File: config.mk
export PLATFORM = sky130hd
export DESIGN_NAME = qcnt_top
export DESIGN_NICKNAME = d
export VERILOG_FILES = /design/src/core/qcnt_pkg.sv /design/src/core/qcnt_top.sv
export SDC_FILE = /design/constraint.sdc
export NUM_CORES = 1
export LEC_CHECK = 0
export BUFFER_PORTS_ARGS = -buffer_cell sky130_fd_sc_hd__buf_2
export CELL_PAD_IN_SITES_DETAIL_PLACEMENT = 1
export CELL_PAD_IN_SITES_GLOBAL_PLACEMENT = 1
export CORE_ASPECT_RATIO = 1.25
export CORE_MARGIN = 2
export CORE_UTILIZATION = 47
export DETAILED_ROUTE_END_ITERATION = 16
export PLACE_DENSITY = 0.88
export SLEW_MARGIN = 30
export SYNTH_ARGS = -nofsm -noshare
export SYNTH_HDL_FRONTEND = slang
export SYNTH_SLANG_ARGS = --single-unit
File: constraint.sdc
create_clock -name clock -period 4.9 [get_ports clock]
set_input_delay 0.49 -clock clock [delete_from_list [all_inputs] [get_ports clock]]
set_output_delay 0.49 -clock clock [all_outputs]
set_load 0.1 [all_outputs]
File: src/core/qcnt_pkg.sv
// Purpose: shared constants and types for the two-phase event counter
// Assumes: one 100 MHz clock, Avalon-MM slave with 32-bit data
// Notes: channel 0..2 stand for the second, third and fourth timers
package qcnt_pkg;
	// channel count, bus address width and counter width
	localparam int NCH = 3;
	localparam int AW = 6;
	localparam int CW = 16;

	// byte offsets of the register words
	localparam logic [5:0] OFS_START = 6'h00;
	localparam logic [5:0] OFS_STAT = 6'h04;
	localparam logic [5:0] OFS_MASK = 6'h08;
	localparam logic [5:0] OFS_TMR0 = 6'h10;
	localparam logic [5:0] OFS_MODE0 = 6'h14;
	localparam logic [5:0] CH_STRIDE = 6'h08;

	// counter limits and reset values
	localparam logic [15:0] CNT_MAX = 16'hffff;
	localparam logic [15:0] CNT_RST = 16'h0000;
	localparam logic [2:0] FLAG_RST = 3'h0;
	localparam logic [7:0] MODE_RST = 8'h00;
	localparam logic [31:0] RD_ZERO = 32'h0000_0000;

	// operation mode field value for event counting
	localparam logic [1:0] OPMODE_EVENT = 2'h1;

	// per-channel processing options: fixed x4, or selectable
	localparam logic [2:0] X4_FIXED = 3'h4;
	localparam logic [2:0] X4_CHOICE = 3'h2;

	// channel mode register layout
	typedef struct packed {
		logic quad_x4_sel;
		logic reload_or_freerun_sel;
		logic [3:0] rsvd;
		logic op_mode_sel_hi;
		logic op_mode_sel_lo;
	} mode_s;

	// one decoded counting step
	typedef struct packed {
		logic ev;
		logic up;
	} step_s;

	// bus answer sequencing
	typedef enum {BUS_IDLE, BUS_ANSWER} bus_state_e;
endpackage

File: src/core/qcnt_top.sv
// Purpose: three-channel 16-bit two-phase (quadrature) event counter
// Assumes: pins are phase inputs from an encoder; the ports are fixed inputs
// Notes: every answer on the bus takes exactly two clock edges
`timescale 1ns/100ps

module qcnt_top import qcnt_pkg::*; (
	// clock and reset
	input wire logic clock,
	input wire logic rstn,
	// avalon-mm slave
	input wire logic [AW-1:0] address,
	input wire logic read,
	input wire logic write,
	input wire logic [31:0] writedata,
	output logic [31:0] readdata,
	output logic waitrequest,
	// encoder phase pins, one per channel
	input wire logic [NCH-1:0] phase_a_input_pin,
	input wire logic [NCH-1:0] phase_b_input_pin,
	// interrupt
	output logic irq
);

	// byte offset of a per-channel register
	function automatic logic [5:0] ch_ofs(input logic [5:0] base,
		input int ch);
		ch_ofs = base + 6'(ch) * CH_STRIDE;
	endfunction

	// decode one step from current and previous phase levels
	function automatic step_s step_f(input logic a, input logic ap,
		input logic b, input logic bp, input logic x4);
		step_s s;
		s = '0;
		if (x4) begin
			// exactly one pin toggled; B level vs old A gives direction
			s.ev = (a ^ ap) ^ (b ^ bp);
			s.up = ap ^ b;
		end else begin
			// only A edges count, and only while B is high
			s.ev = b & (a ^ ap);
			s.up = a;
		end
		step_f = s;
	endfunction

	bus_state_e state_q;
	logic waitrequest_q;
	logic [31:0] readdata_q;
	logic [31:0] rd_mux;
	logic bus_wr;
	logic [NCH-1:0] start_q, stat_q, mask_q, irq_stat_d, mask_d;
	logic irq_q;
	logic [NCH-1:0] a_s1, a_s2, a_s3, b_s1, b_s2, b_s3;
	mode_s mode_q [NCH];
	logic [CW-1:0] cnt_q [NCH];
	logic [CW-1:0] reload_q [NCH];
	logic [NCH-1:0] wr_tmr, wr_mode, run, ev, up, wrap, x4_eff;

	assign readdata = readdata_q;
	assign waitrequest = waitrequest_q;
	assign irq = irq_q;
	// a write takes effect only at the edge where waitrequest is low
	assign bus_wr = write & (state_q == BUS_ANSWER);

	// bus handshake: one wait cycle, then the answer for one cycle
	always_ff @(posedge clock) begin
		if (!rstn) begin
			state_q <= BUS_IDLE;
			waitrequest_q <= 1'b1;
			readdata_q <= RD_ZERO;
		end else begin
			case (state_q)
				BUS_IDLE: begin
					if (read | write) begin
						state_q <= BUS_ANSWER;
						waitrequest_q <= 1'b0;
						readdata_q <= read ? rd_mux : RD_ZERO;
					end
				end
				default: begin
					state_q <= BUS_IDLE;
					waitrequest_q <= 1'b1;
				end
			endcase
		end
	end

	// read mux; unmapped addresses read as zero
	always_comb begin
		rd_mux = RD_ZERO;
		if (address == OFS_START) begin
			rd_mux[NCH-1:0] = start_q;
		end else if (address == OFS_STAT) begin
			rd_mux[NCH-1:0] = stat_q;
		end else if (address == OFS_MASK) begin
			rd_mux[NCH-1:0] = mask_q;
		end else begin
			for (int c = 0; c < NCH; c++) begin
				if (address == ch_ofs(OFS_TMR0, c)) begin
					rd_mux[CW-1:0] = cnt_q[c];
				end else if (address == ch_ofs(OFS_MODE0, c)) begin
					rd_mux[7:0] = mode_q[c];
				end
			end
		end
	end

	// per-channel write strobes
	always_comb begin
		for (int c = 0; c < NCH; c++) begin
			wr_tmr[c] = bus_wr && (address == ch_ofs(OFS_TMR0, c));
			wr_mode[c] = bus_wr && (address == ch_ofs(OFS_MODE0, c));
		end
	end

	// start flags: a clear stops the channel from the next edge on
	always_ff @(posedge clock) begin
		if (!rstn) begin
			start_q <= FLAG_RST;
		end else if (bus_wr && address == OFS_START) begin
			start_q <= writedata[NCH-1:0];
		end
	end

	// channel mode registers; reserved bits kept at zero
	always_ff @(posedge clock) begin
		if (!rstn) begin
			for (int c = 0; c < NCH; c++) begin
				mode_q[c] <= MODE_RST;
			end
		end else begin
			for (int c = 0; c < NCH; c++) begin
				if (wr_mode[c]) begin
					mode_q[c] <= writedata[7:0] & 8'hc3;
				end
			end
		end
	end

	// pin synchronisers; stage 3 holds the previous level for edges
	always_ff @(posedge clock) begin
		if (!rstn) begin
			a_s1 <= FLAG_RST;
			a_s2 <= FLAG_RST;
			a_s3 <= FLAG_RST;
			b_s1 <= FLAG_RST;
			b_s2 <= FLAG_RST;
			b_s3 <= FLAG_RST;
		end else begin
			a_s1 <= phase_a_input_pin;
			a_s2 <= a_s1;
			a_s3 <= a_s2;
			b_s1 <= phase_b_input_pin;
			b_s2 <= b_s1;
			b_s3 <= b_s2;
		end
	end

	// step decode; a channel runs only in event mode with start set
	always_comb begin
		step_s st;
		st = '0;
		for (int c = 0; c < NCH; c++) begin
			// fixed channels ignore the select bit
			x4_eff[c] = X4_FIXED[c] |
				(X4_CHOICE[c] & mode_q[c].quad_x4_sel);
			st = step_f(a_s2[c], a_s3[c], b_s2[c], b_s3[c], x4_eff[c]);
			run[c] = start_q[c] && ({mode_q[c].op_mode_sel_hi,
				mode_q[c].op_mode_sel_lo} == OPMODE_EVENT);
			ev[c] = run[c] & st.ev;
			up[c] = st.up;
			wrap[c] = ev[c] && (up[c] ? (cnt_q[c] == CNT_MAX) :
				(cnt_q[c] == CNT_RST));
		end
	end

	// counter and reload; a write never meets a step (stopped vs running)
	always_ff @(posedge clock) begin
		if (!rstn) begin
			for (int c = 0; c < NCH; c++) begin
				cnt_q[c] <= CNT_RST;
				reload_q[c] <= CNT_RST;
			end
		end else begin
			for (int c = 0; c < NCH; c++) begin
				if (wr_tmr[c]) begin
					reload_q[c] <= writedata[CW-1:0];
					if (!start_q[c]) begin
						cnt_q[c] <= writedata[CW-1:0];
					end
				end
				if (ev[c]) begin
					if (wrap[c] && !mode_q[c].reload_or_freerun_sel) begin
						cnt_q[c] <= reload_q[c];
					end else if (up[c]) begin
						cnt_q[c] <= cnt_q[c] + 16'h0001;
					end else begin
						cnt_q[c] <= cnt_q[c] - 16'h0001;
					end
				end
			end
		end
	end

	// sticky status, write one to clear; a new wrap beats the clear
	always_comb begin
		irq_stat_d = stat_q;
		mask_d = mask_q;
		if (bus_wr && address == OFS_STAT) begin
			irq_stat_d = stat_q & ~writedata[NCH-1:0];
		end
		if (bus_wr && address == OFS_MASK) begin
			mask_d = writedata[NCH-1:0];
		end
		irq_stat_d = irq_stat_d | wrap;
	end

	// status, mask and the level interrupt, all registered
	always_ff @(posedge clock) begin
		if (!rstn) begin
			stat_q <= FLAG_RST;
			mask_q <= FLAG_RST;
			irq_q <= 1'b0;
		end else begin
			stat_q <= irq_stat_d;
			mask_q <= mask_d;
			irq_q <= |(irq_stat_d & mask_d);
		end
	end
endmodule

; ---- After elaboration in Yosys (flattened, before gate mapping)
; Memories as Yosys holds them, arrays and structs flattened.
; Index checks and enable logic that the tools add are counted.
[totals]
reg_bits = 62
ram_bits = 108
input_bits = 48
out_inout_bits = 34
wordCells = 216
n_memories = 3
[memory_table]
columns = name, depth, word_bits, read_ports, rd_ports_with_merged_regs, wr, line
row1 = cnt_q, 3, 16, 3, 0, 3, qcnt_top.sv:56  ; logic [CW-1:0] cnt_q [NCH];
row2 = reload_q, 3, 16, 3, 0, 3, qcnt_top.sv:57  ; logic [CW-1:0] reload_q [NCH];
row3 = mode_q, 3, 4, 3, 0, 3, qcnt_top.sv:55  ; mode_s mode_q [NCH];
[classes]
n_addsub = 6
n_eq_ne = 14
muxes = 113
n_bitwise = 38
reduce_logical = 29
[ops]
columns = operator, count
row1 = 2-to-1 mux 16 bit, 16
row2 = 2-to-1 mux 1 bit, 76
row3 = 2-to-1 mux 8 bit, 9
row4 = "adder 16 x 1 -> 16 bit, second input constant", 3
row5 = "equality test 16 bit, second input constant", 3
row6 = logical NOT 16 bit, 3
row7 = "subtractor 16 x 1 -> 16 bit, second input constant", 3
row8 = 2-to-1 mux 13 bit, 3
row9 = logical NOT 32 bit, 1
row10 = "equality test 6 x 5 -> 1 bit, second input constant", 4
row11 = bitwise OR 1 bit, 19
row12 = logical AND 1 bit, 18
row13 = 2-to-1 mux 3 bit, 5
row14 = "equality test 6 bit, second input constant", 2
row15 = 2-to-1 mux 4 bit, 3
row16 = bitwise XOR 1 bit, 9
row17 = bitwise AND 1 bit, 6
row18 = bitwise AND 3 bit, 2
row19 = "equality test 2 x 1 -> 1 bit, second input constant", 3
row20 = "equality test 6 x 3 -> 1 bit, second input constant", 1
row21 = "equality test 6 x 4 -> 1 bit, second input constant", 1
row22 = logical NOT 6 bit, 1
row23 = AND reduction 2 bit, 2
row24 = logical NOT 1 bit, 3
row25 = 4 further kinds, 4

; ---- Logic depth before layout (Yosys ltp)
; Gate-level depths: netlist of run 1.
[depth]
word_depth = 13
depth_mapped = 10
depth_no_buf = 8

; ---- Worst setup path after synthesis of run 1
; Ideal clock, no wire load.
[synth_timing]
path_kind = input port to flip-flop
start = input address[5]
end = memory cnt_q[1][0], enable pin
setup_ps = 447
arrival_time_ps = 3478
required_ps = 4453
slack_ps = 975
path_stages = 5
path_buffers = 1
path_cell_list = or4b_2 > clkbuf_1 > nor2_1 > nand2_1 > o311ai_0
[synth_rtl]
columns = item, line
row1 = from (decl), qcnt_top.sv:11  ; input wire logic [AW-1:0] address,
row2 = to (decl), qcnt_top.sv:56

==> results of run 1 <==
## synth_stat cells, types with 3 or more instances
| master | n |
|---|---|
| a211o_1 | 3 |
| a211oi_1 | 12 |
| a21o_1 | 4 |
| a21oi_1 | 38 |
| a221oi_1 | 3 |
| a222oi_1 | 11 |
| a22oi_1 | 7 |
| a2bb2oi_1 | 12 |
| a31oi_1 | 14 |
| a32oi_1 | 9 |
| and2_1 | 44 |
| and3_1 | 11 |
| and4_1 | 4 |
| buf_2 | 5 |
| buf_4 | 17 |
| clkbuf_1 | 54 |
| dfxtp_1 | 45 |
| edfxtp_1 | 108 |
| ha_1 | 9 |
| inv_1 | 19 |
| mux2i_1 | 41 |
| mux4_2 | 3 |
| nand2_1 | 79 |
| nand2b_1 | 8 |
| nand3_1 | 31 |
| nand4_1 | 17 |
| nor2_1 | 70 |
| nor2b_1 | 3 |
| nor3_1 | 19 |
| nor3b_1 | 3 |
| nor4_1 | 18 |
| nor4b_1 | 3 |
| o211ai_1 | 5 |
| o21ai_0 | 40 |
| o221ai_1 | 7 |
| o22ai_1 | 16 |
| o311ai_0 | 3 |
| o31ai_1 | 7 |
| o41ai_1 | 3 |
| or2_2 | 3 |
| or3_1 | 12 |
| or4_1 | 5 |
| or4b_2 | 5 |
| xnor2_1 | 30 |
| xor2_1 | 23 |
## report_power, final
part | internal, mW | switching (mW)
logic | 0.0787 | 0.217
clock network | 0.762 | 0.583
registers | 1.42 | 0.0587
total | 2.26 | 0.858
## worst paths after layout
check        slack, ps                          to  cells after the start                       from
max reg2reg       1420  cnt_q[1][10]$_SDFFCE_PP0P_                      7  cnt_q[1][0]$_SDFFCE_PP0P_
min                250          a_s1[0]$_SDFF_PN0_                      2       phase_a_input_pin[0]
min reg2reg        440          a_s2[2]$_SDFF_PN0_                      1         a_s1[2]$_SDFF_PN0_
max               1420  cnt_q[1][10]$_SDFFCE_PP0P_                      7  cnt_q[1][0]$_SDFFCE_PP0P_
## state kept, by name, summed over array words and instances (netlist names), 12 cells and up
signal / count
cnt_q: 48
reload_q: 48
readdata: 16
mode_q: 12
## kinds of logic after synthesis
group	count (synthesis)	share of synthesized area, %
simple gates	349	20.55
fa+ha+maj	9	1.252
compound gates	211	16.26
xor+xnor	53	5.161
other cells	1	0.04169
flops	153	46.07
buf+inv	102	5.230
mux	45	5.439
## metal layers
metal	wire length (microns)	global-route usage [%]	up-vias	part of all wire, %
li1	-	-	3492	-
met1	11100	37.78	4084	34
met2	15540	54.98	602	47
met3	3470	7.762	195	11
met4	2886	25.17	0	8.7
met5	0	0	-	0
## final cells by class
type | instances | area share, %
clock inverters | 9 | 0.7021
clock buffers | 23 | 5.228
flip-flops and latches | 153 | 41.52
diodes | 1 | 0.02508
multi-input cells | 683 | 44.90
repair buffers | 69 | 3.962
well taps | 232 | 2.909
inverters | 20 | 0.7523
## metrics by stage
step	cell area [sq um]	total power, mW	hold WS, ps	cells
finish	9980	3.121	253.9	1190
global route	9977	3.177	266.4	1189
CTS	9962	3.112	244.4	1189
detailed placement	9370	1.786	427.8	1157
global placement	9365	1.776	414.5	1157
floorplan	9051	1.694	411.9	938
==> flow_summary.json, run 1 <==
{
  "cts_buffers": 17,
  "tns_ps": 0,
  "die_area_sq_um": 20270,
  "grt_pass1_vias": 8397,
  "cp_num_buf_inv": 0,
  "slew_headroom_pct": 32.70,
  "core_area_sq_um": 18780,
  "syn_avg_cell_area_sq_um": 9.745,
  "wl_per_cell_microns": 27.73,
  "ys_types": 72,
  "critPathTopFamily": "compound AO/OA/AOI/OAI gates",
  "grtUsageTotal_pct": 33.40,
  "cp-start-kind": "flop",
  "final_cell_mix": "edfxtp_1 (108), nand2_1 (79), nor2_1 (67)",
  "holdBufCountCts": 0,
  "area_growth_pct": 10.95,
  "required_ps": 5160,
  "cts_tree": "done",
  "path_class": "flop to flop",
  "clock-sinks": 153,
  "skew_ps": 15.56,
  "ir_worst_vdd_mv": 0.2450,
  "ys_ff_latch": 153,
  "seq_area_sq_um": 4144,
  "grt-ovfl-total": 0,
  "synth-async-reset-ratio_pct": 0,
  "setup_viol": 0,
  "drv_slew": 0,
  "ios": 82,
  "multi_input_area_sq_um": 4481,
  "synth-edff-count": 108,
  "gp_congestion": 0.9761,
  "die_w_microns": 127.7,
  "vias_per_cell": 7.036,
  "clock-root-buffer": "clkbuf_16",
  "ys_warn_count": 0,
  "cts.clk_slew.worst_paths_ps": 60,
  "synth_area_leaders": "edfxtp_1 (36%), dfxtp_1 (10%), mux2i_1 (4.6%)",
  "worst-path-max-fanout": 9,
  "slowest_delay_ps": 890,
  "num_rows": 56,
  "antenna_found_initial": 1,
  "endpoint_kind": "flop",
  "synth_ff_type": "edfxtp_1",
  "synth.top_cell.area_share_pct": 36.06,
  "routed_wl_mm": 32.99,
  "cpMaxStageDelayCell": "a2111oi_0",
  "status": "finished clean",
  "worst_slew_pin_slew_ps": 1006,
  "nets": 1001,
  "critical_path_arrival_ps": 3740,
  "port_buffers": 49,
  "post_cts_buffers": 0,
  "power_density_nw_per_um2": 312.7,
  "drc": 0,
  "grt_setup_unrepaired": "false",
  "grt_pass1_wl_mm": 49.94,
  "post_cts_resized": 0,
  "fin_ws_ps": 1425,
  "cts_max_path_buffers": 2,
  "clkLatencyLatePin_ps": 450,
  "grt_max_degree": 39,
  "path_cells": "ha_1, nand2_1, nor4_2, nand3_1, a2111oi_0, a211oi_1, o22ai_1",
  "post-route-util_pct": 53.14,
  "fin_crit_sh_pct": 70.93,
  "finalCriticalPeriod_ps": 3476,
  "start_util_pct": 47.90,
  "first_pass_iters": 7,
  "pre_cts_ws_ps": 1432,
  "layout-drive-gt1-share_pct": 13.38,
  "leakage_nw": 3.581,
  "layout_commonest_cell": "edfxtp_1",
  "hold_viol": 0,
  "place.detailed.hpwl_mm": 22.39,
  "hold_path_class": "input pin to flop",
  "netlist_area_sq_um": 8995,
  "maxCapViolations": 0,
  "fill_cells": 2116,
  "yosysTopAreaCell": "edfxtp_1",
  "htree_levels": 4,
  "synthCells": 923,
  "dr_total_vias": 8373,
  "max_freq_mhz": 287.7,
  "detail_route.iter0.violations": 1176,
  "ant_nets": 0,
  "yosysSeqAreaShare_pct": 46.07,
  "die_h_microns": 158.7
}
Power figures use the tool's default switching activity.
==> run 2, diff against run 1 <==
==> constraint.sdc (replaced) <==
create_clock -name clock -period 3.5 [get_ports clock]
set_input_delay 0.35 -clock clock [delete_from_list [all_inputs] [get_ports clock]]
set_output_delay 0.35 -clock clock [all_outputs]
set_load 0.1 [all_outputs]
==> flow_summary.json, run 2 (synthesis gave the netlist of run 1 again) <==
{
  "die_w_microns": 127.7,
  "clkLatencyLatePin_ps": 440,
  "nets": 1018,
  "place.detailed.hpwl_mm": 23.31,
  "startpoint": "cnt_q[1][9]$_SDFFCE_PP0P_",
  "post_cts_buffers": 0,
  "critPathTopFamily": "simple AND/OR/NAND/NOR gates",
  "drv_slew": 0,
  "first_pass_iters": 8,
  "endpoint_kind": "flop",
  "slew_headroom_pct": 35.58,
  "grt_max_degree": 35,
  "post_cts_resized": 0,
  "antenna_found_initial": 2,
  "cts.clk_slew.worst_paths_ps": 60,
  "ir_worst_vdd_mv": 0.3770,
  "post_dp_cell_area_sq_um": 9493,
  "required_ps": 3750,
  "hold_path_class": "input pin to flop",
  "dr_total_vias": 8413,
  "ant_nets": 0,
  "routed_wl_mm": 33.87,
  "layout_commonest_cell": "edfxtp_1",
  "area_growth_pct": 12.20,
  "die_h_microns": 158.7,
  "cp_num_buf_inv": 0,
  "detail_route.iter0.violations": 1421,
  "die_area_sq_um": 20270,
  "worst-path-max-fanout": 7,
  "cpMaxStageDelayCell": "a211oi_2",
  "clock-sinks": 153,
  "path_cells": "or4_4, nor4_2, nand4_1, a211oi_2, nand2_1, a311oi_2",
  "tns_ps": 0,
  "num_rows": 56,
  "ios": 82,
  "gp_congestion": 1.047,
  "slowest_delay_ps": 690,
  "port_buffers": 49,
  "layout-drive-gt1-share_pct": 14.78,
  "worst_slew_pin_slew_ps": 958.1,
  "grt-ovfl-total": 0,
  "htree_levels": 4,
  "cp-start-kind": "flop",
  "start_util_pct": 47.90,
  "grt_pass1_wl_mm": 51.86,
  "grt_setup_unrepaired": "false",
  "max_freq_mhz": 317.1,
  "final_cell_mix": "edfxtp_1 (108), nand2_1 (79), nor2_1 (68)",
  "finalInstanceArea_sq_um": 10090,
  "power_density_nw_per_um2": 429.5,
  "core_area_sq_um": 18780,
  "hp-start": "phase_a_input_pin[0]",
  "finalCriticalPeriod_ps": 3154,
  "r2r_start": "cnt_q[1][9]$_SDFFCE_PP0P_",
  "drc": 0,
  "critical_path_arrival_ps": 3400,
  "hold_viol": 0,
  "fin_crit_sh_pct": 90.10,
  "grtUsageTotal_pct": 34.39,
  "skew_ps": 11.90,
  "holdBufCountCts": 0,
  "fill_cells": 2096,
  "vias_per_cell": 6.959,
  "cts_buffers": 17,
  "leakage_nw": 3.659,
  "setup_viol": 0,
  "path_class": "flop to flop",
  "status": "finished clean",
  "maxCapViolations": 0,
  "cts_tree": "done",
  "clock-root-buffer": "clkbuf_16",
  "grt_pass1_vias": 8524,
  "cts_max_path_buffers": 2,
  "wl_per_cell_microns": 28.01
}
## run 2: worst paths after layout
check                                    end  slack, ps  depth (start not counted)
setup / recovery  cnt_q[1][14]$_SDFFCE_PP0P_        350                          6
hold / removal            a_s1[0]$_SDFF_PN0_        110                          2
hold reg to reg           a_s2[0]$_SDFF_PN0_        440                          1
setup reg to reg  cnt_q[1][14]$_SDFFCE_PP0P_        350                          6
## run 2: power breakdown
group	internal [mW]	switching, mW	total [mW]
registers	1.99	0.0806	2.07
logic	0.118	0.317	0.435
clock network	1.04	0.786	1.83
## run 2: worst reg2reg max path: stages, from the launching register on
cell and delay [ps]:
edfxtp_1 540, or4_4 520, nor4_2 410, nand4_1 340, a211oi_2 690, nand2_1 160, a311oi_2 320
## run 2: layout make-up
type	count	area [sq um]	area share, %
Sequential cell	153	4144	41.06
Inverter	20	75.07	0.7439
Timing Repair Buffer	86	523.0	5.182
Tap cell	232	290.3	2.876
Clock inverter	10	71.32	0.7067
Multi-Input combinational cell	683	4473	44.32
Antenna cell	3	7.507	0.07439
Clock buffer	22	508.0	5.033
## run 2: stage by stage
stage,std cells,utilization [%],power (mW),hold slack (ps),setup WS (ps)
after floorplan,938,-,2.372,411.9,394.2
after global placement,1174,50.55,2.498,415.5,664.0
after detailed placement,1174,50.55,2.514,424.1,559.4
after CTS,1206,53.64,4.317,103.5,411.4
after global routing,1206,53.70,4.444,113.6,202.9
final,1209,53.74,4.334,114.3,346.3
## run 2: metal layers
metal | up-vias | global-route usage, % | wire, microns
met2 | 586 | 55.51 | 15850
li1 | 3539 | - | -
met1 | 4105 | 40.08 | 12030
met3 | 183 | 8.300 | 3204
met4 | 0 | 24.80 | 2778
met5 | - | 0 | 0
==> run 3, diff against run 2 <==
--- a/config.mk
+++ b/config.mk
@@ -13,6 +13,7 @@
 export CORE_UTILIZATION = 47
 export DETAILED_ROUTE_END_ITERATION = 16
 export PLACE_DENSITY = 0.88
+export RECOVER_POWER = 50
 export SLEW_MARGIN = 30
 export SYNTH_ARGS = -nofsm -noshare
 export SYNTH_HDL_FRONTEND = slang
==> flow_summary.json, run 3 (synthesis gave the netlist of run 1 again) <==
{
  "place.detailed.hpwl_mm": 23.31,
  "leakage_nw": 3.540,
  "htree_levels": 4,
  "start_util_pct": 47.90,
  "cts_buffers": 17,
  "status": "finished clean",
  "ios": 82,
  "drc": 0,
  "post_cts_resized": 0,
  "grt-ovfl-total": 0,
  "clock-sinks": 153,
  "drv_slew": 0,
  "maxCapViolations": 0,
  "detail_route.iter0.violations": 1386,
  "worst-r2r-setup-slack_ps": 330,
  "total_power_mw": 4.328,
  "hold_viol": 0,
  "max_freq_mhz": 315.8,
  "clock-root-buffer": "clkbuf_16",
  "path_class": "flop to flop",
  "grt_max_degree": 35,
  "nets": 1018,
  "endpoint_kind": "flop",
  "final_cell_mix": "edfxtp_1 (108), nand2_1 (79), nor2_1 (68)",
  "dp_cells": 1174,
  "hold_slack_ps": 114.3,
  "grt_pass1_vias": 8524,
  "slew_headroom_pct": 19.76,
  "die_h_microns": 158.7,
  "worst_slew_pin_slew_ps": 1209,
  "core_area_sq_um": 18780,
  "port_buffers": 49,
  "post_dp_cell_area_sq_um": 9493,
  "post_cts_buffers": 0,
  "die_w_microns": 127.7,
  "critical_path_arrival_ps": 3410,
  "pre_cts_ws_ps": 559.4,
  "finalInstanceArea_sq_um": 10030,
  "clkLatencyLatePin_ps": 440,
  "holdBufCountCts": 0,
  "die_area_sq_um": 20270,
  "ant_nets": 0,
  "fin_crit_sh_pct": 90.46,
  "ir_worst_vdd_mv": 0.3786,
  "setup_viol": 0,
  "finalCriticalPeriod_ps": 3166,
  "gp_congestion": 1.047,
  "power_density_nw_per_um2": 431.5,
  "fin_ws_ps": 333.8,
  "cts.clk_slew.worst_paths_ps": 60,
  "vias_per_cell": 6.923,
  "grtUsageTotal_pct": 34.39,
  "cp-start-kind": "flop",
  "post-route-util_pct": 53.41,
  "required_ps": 3740,
  "wl_per_cell_microns": 28.02,
  "area_growth_pct": 11.50,
  "skew_ps": 12.67,
  "layout-drive-gt1-share_pct": 12.01,
  "cts_tree": "done",
  "first_pass_iters": 7,
  "dr_total_vias": 8363,
  "routed_wl_mm": 33.85,
  "tns_ps": 0,
  "hold_path_class": "input pin to flop",
  "worst-path-max-fanout": 9,
  "num_rows": 56,
  "grt_setup_unrepaired": "false",
  "fill_cells": 2112,
  "grt_pass1_wl_mm": 51.86,
  "layout_commonest_cell": "edfxtp_1",
  "layoutNonFillerInstCount": 1208,
  "antenna_found_initial": 2,
  "cts_max_path_buffers": 2
}
run 3: where the power goes:
group,internal (mW),switching [mW],total [mW]
Clock,1.04,0.785,1.83
Sequential,1.99,0.0801,2.07
Combinational,0.113,0.316,0.429
Total,3.15,1.18,4.33
run 3: worst max-delay path, stage by stage, from the launching register on:
cell	delay (ps)
dfxtp_1	490
xnor2_1	130
a21oi_1	780
nand3_1	400
a211oi_2	680
nand2_1	150
a311oi_1	330
run 3: metal layers:
metal | vias up | GRT usage [%] | routed length (microns)
met5 | - | 0 | 0
met3 | 167 | 8.300 | 3267
met2 | 574 | 55.51 | 16040
met1 | 4085 | 40.08 | 11840
li1 | 3537 | - | -
met4 | 0 | 24.80 | 2715
run 3: final cells by class:
cell class                 instances  area (sq um)  share of cell area (%)
antenna                            2         5.005                 0.04990
clock buffer                      22         508.0                   5.065
clock inverter                    10         71.32                  0.7111
inverter                          20         75.07                  0.7485
multi-input combinational        683          4459                   44.46
sequential                       153          4144                   41.32
tap                              232         290.3                   2.894
timing repair buffer              86         476.7                   4.753
run 3: worst paths after layout:
check / end / startpoint / depth (start not counted)
hold reg to reg: a_s2[0]$_SDFF_PN0_ / a_s1[0]$_SDFF_PN0_ / 1
setup reg to reg: cnt_q[1][9]$_SDFFCE_PP0P_ / b_s2[1]$_SDFF_PN0_ / 6
hold / removal: b_s1[0]$_SDFF_PN0_ / phase_b_input_pin[0] / 2
setup / recovery: cnt_q[1][9]$_SDFFCE_PP0P_ / b_s2[1]$_SDFF_PN0_ / 6
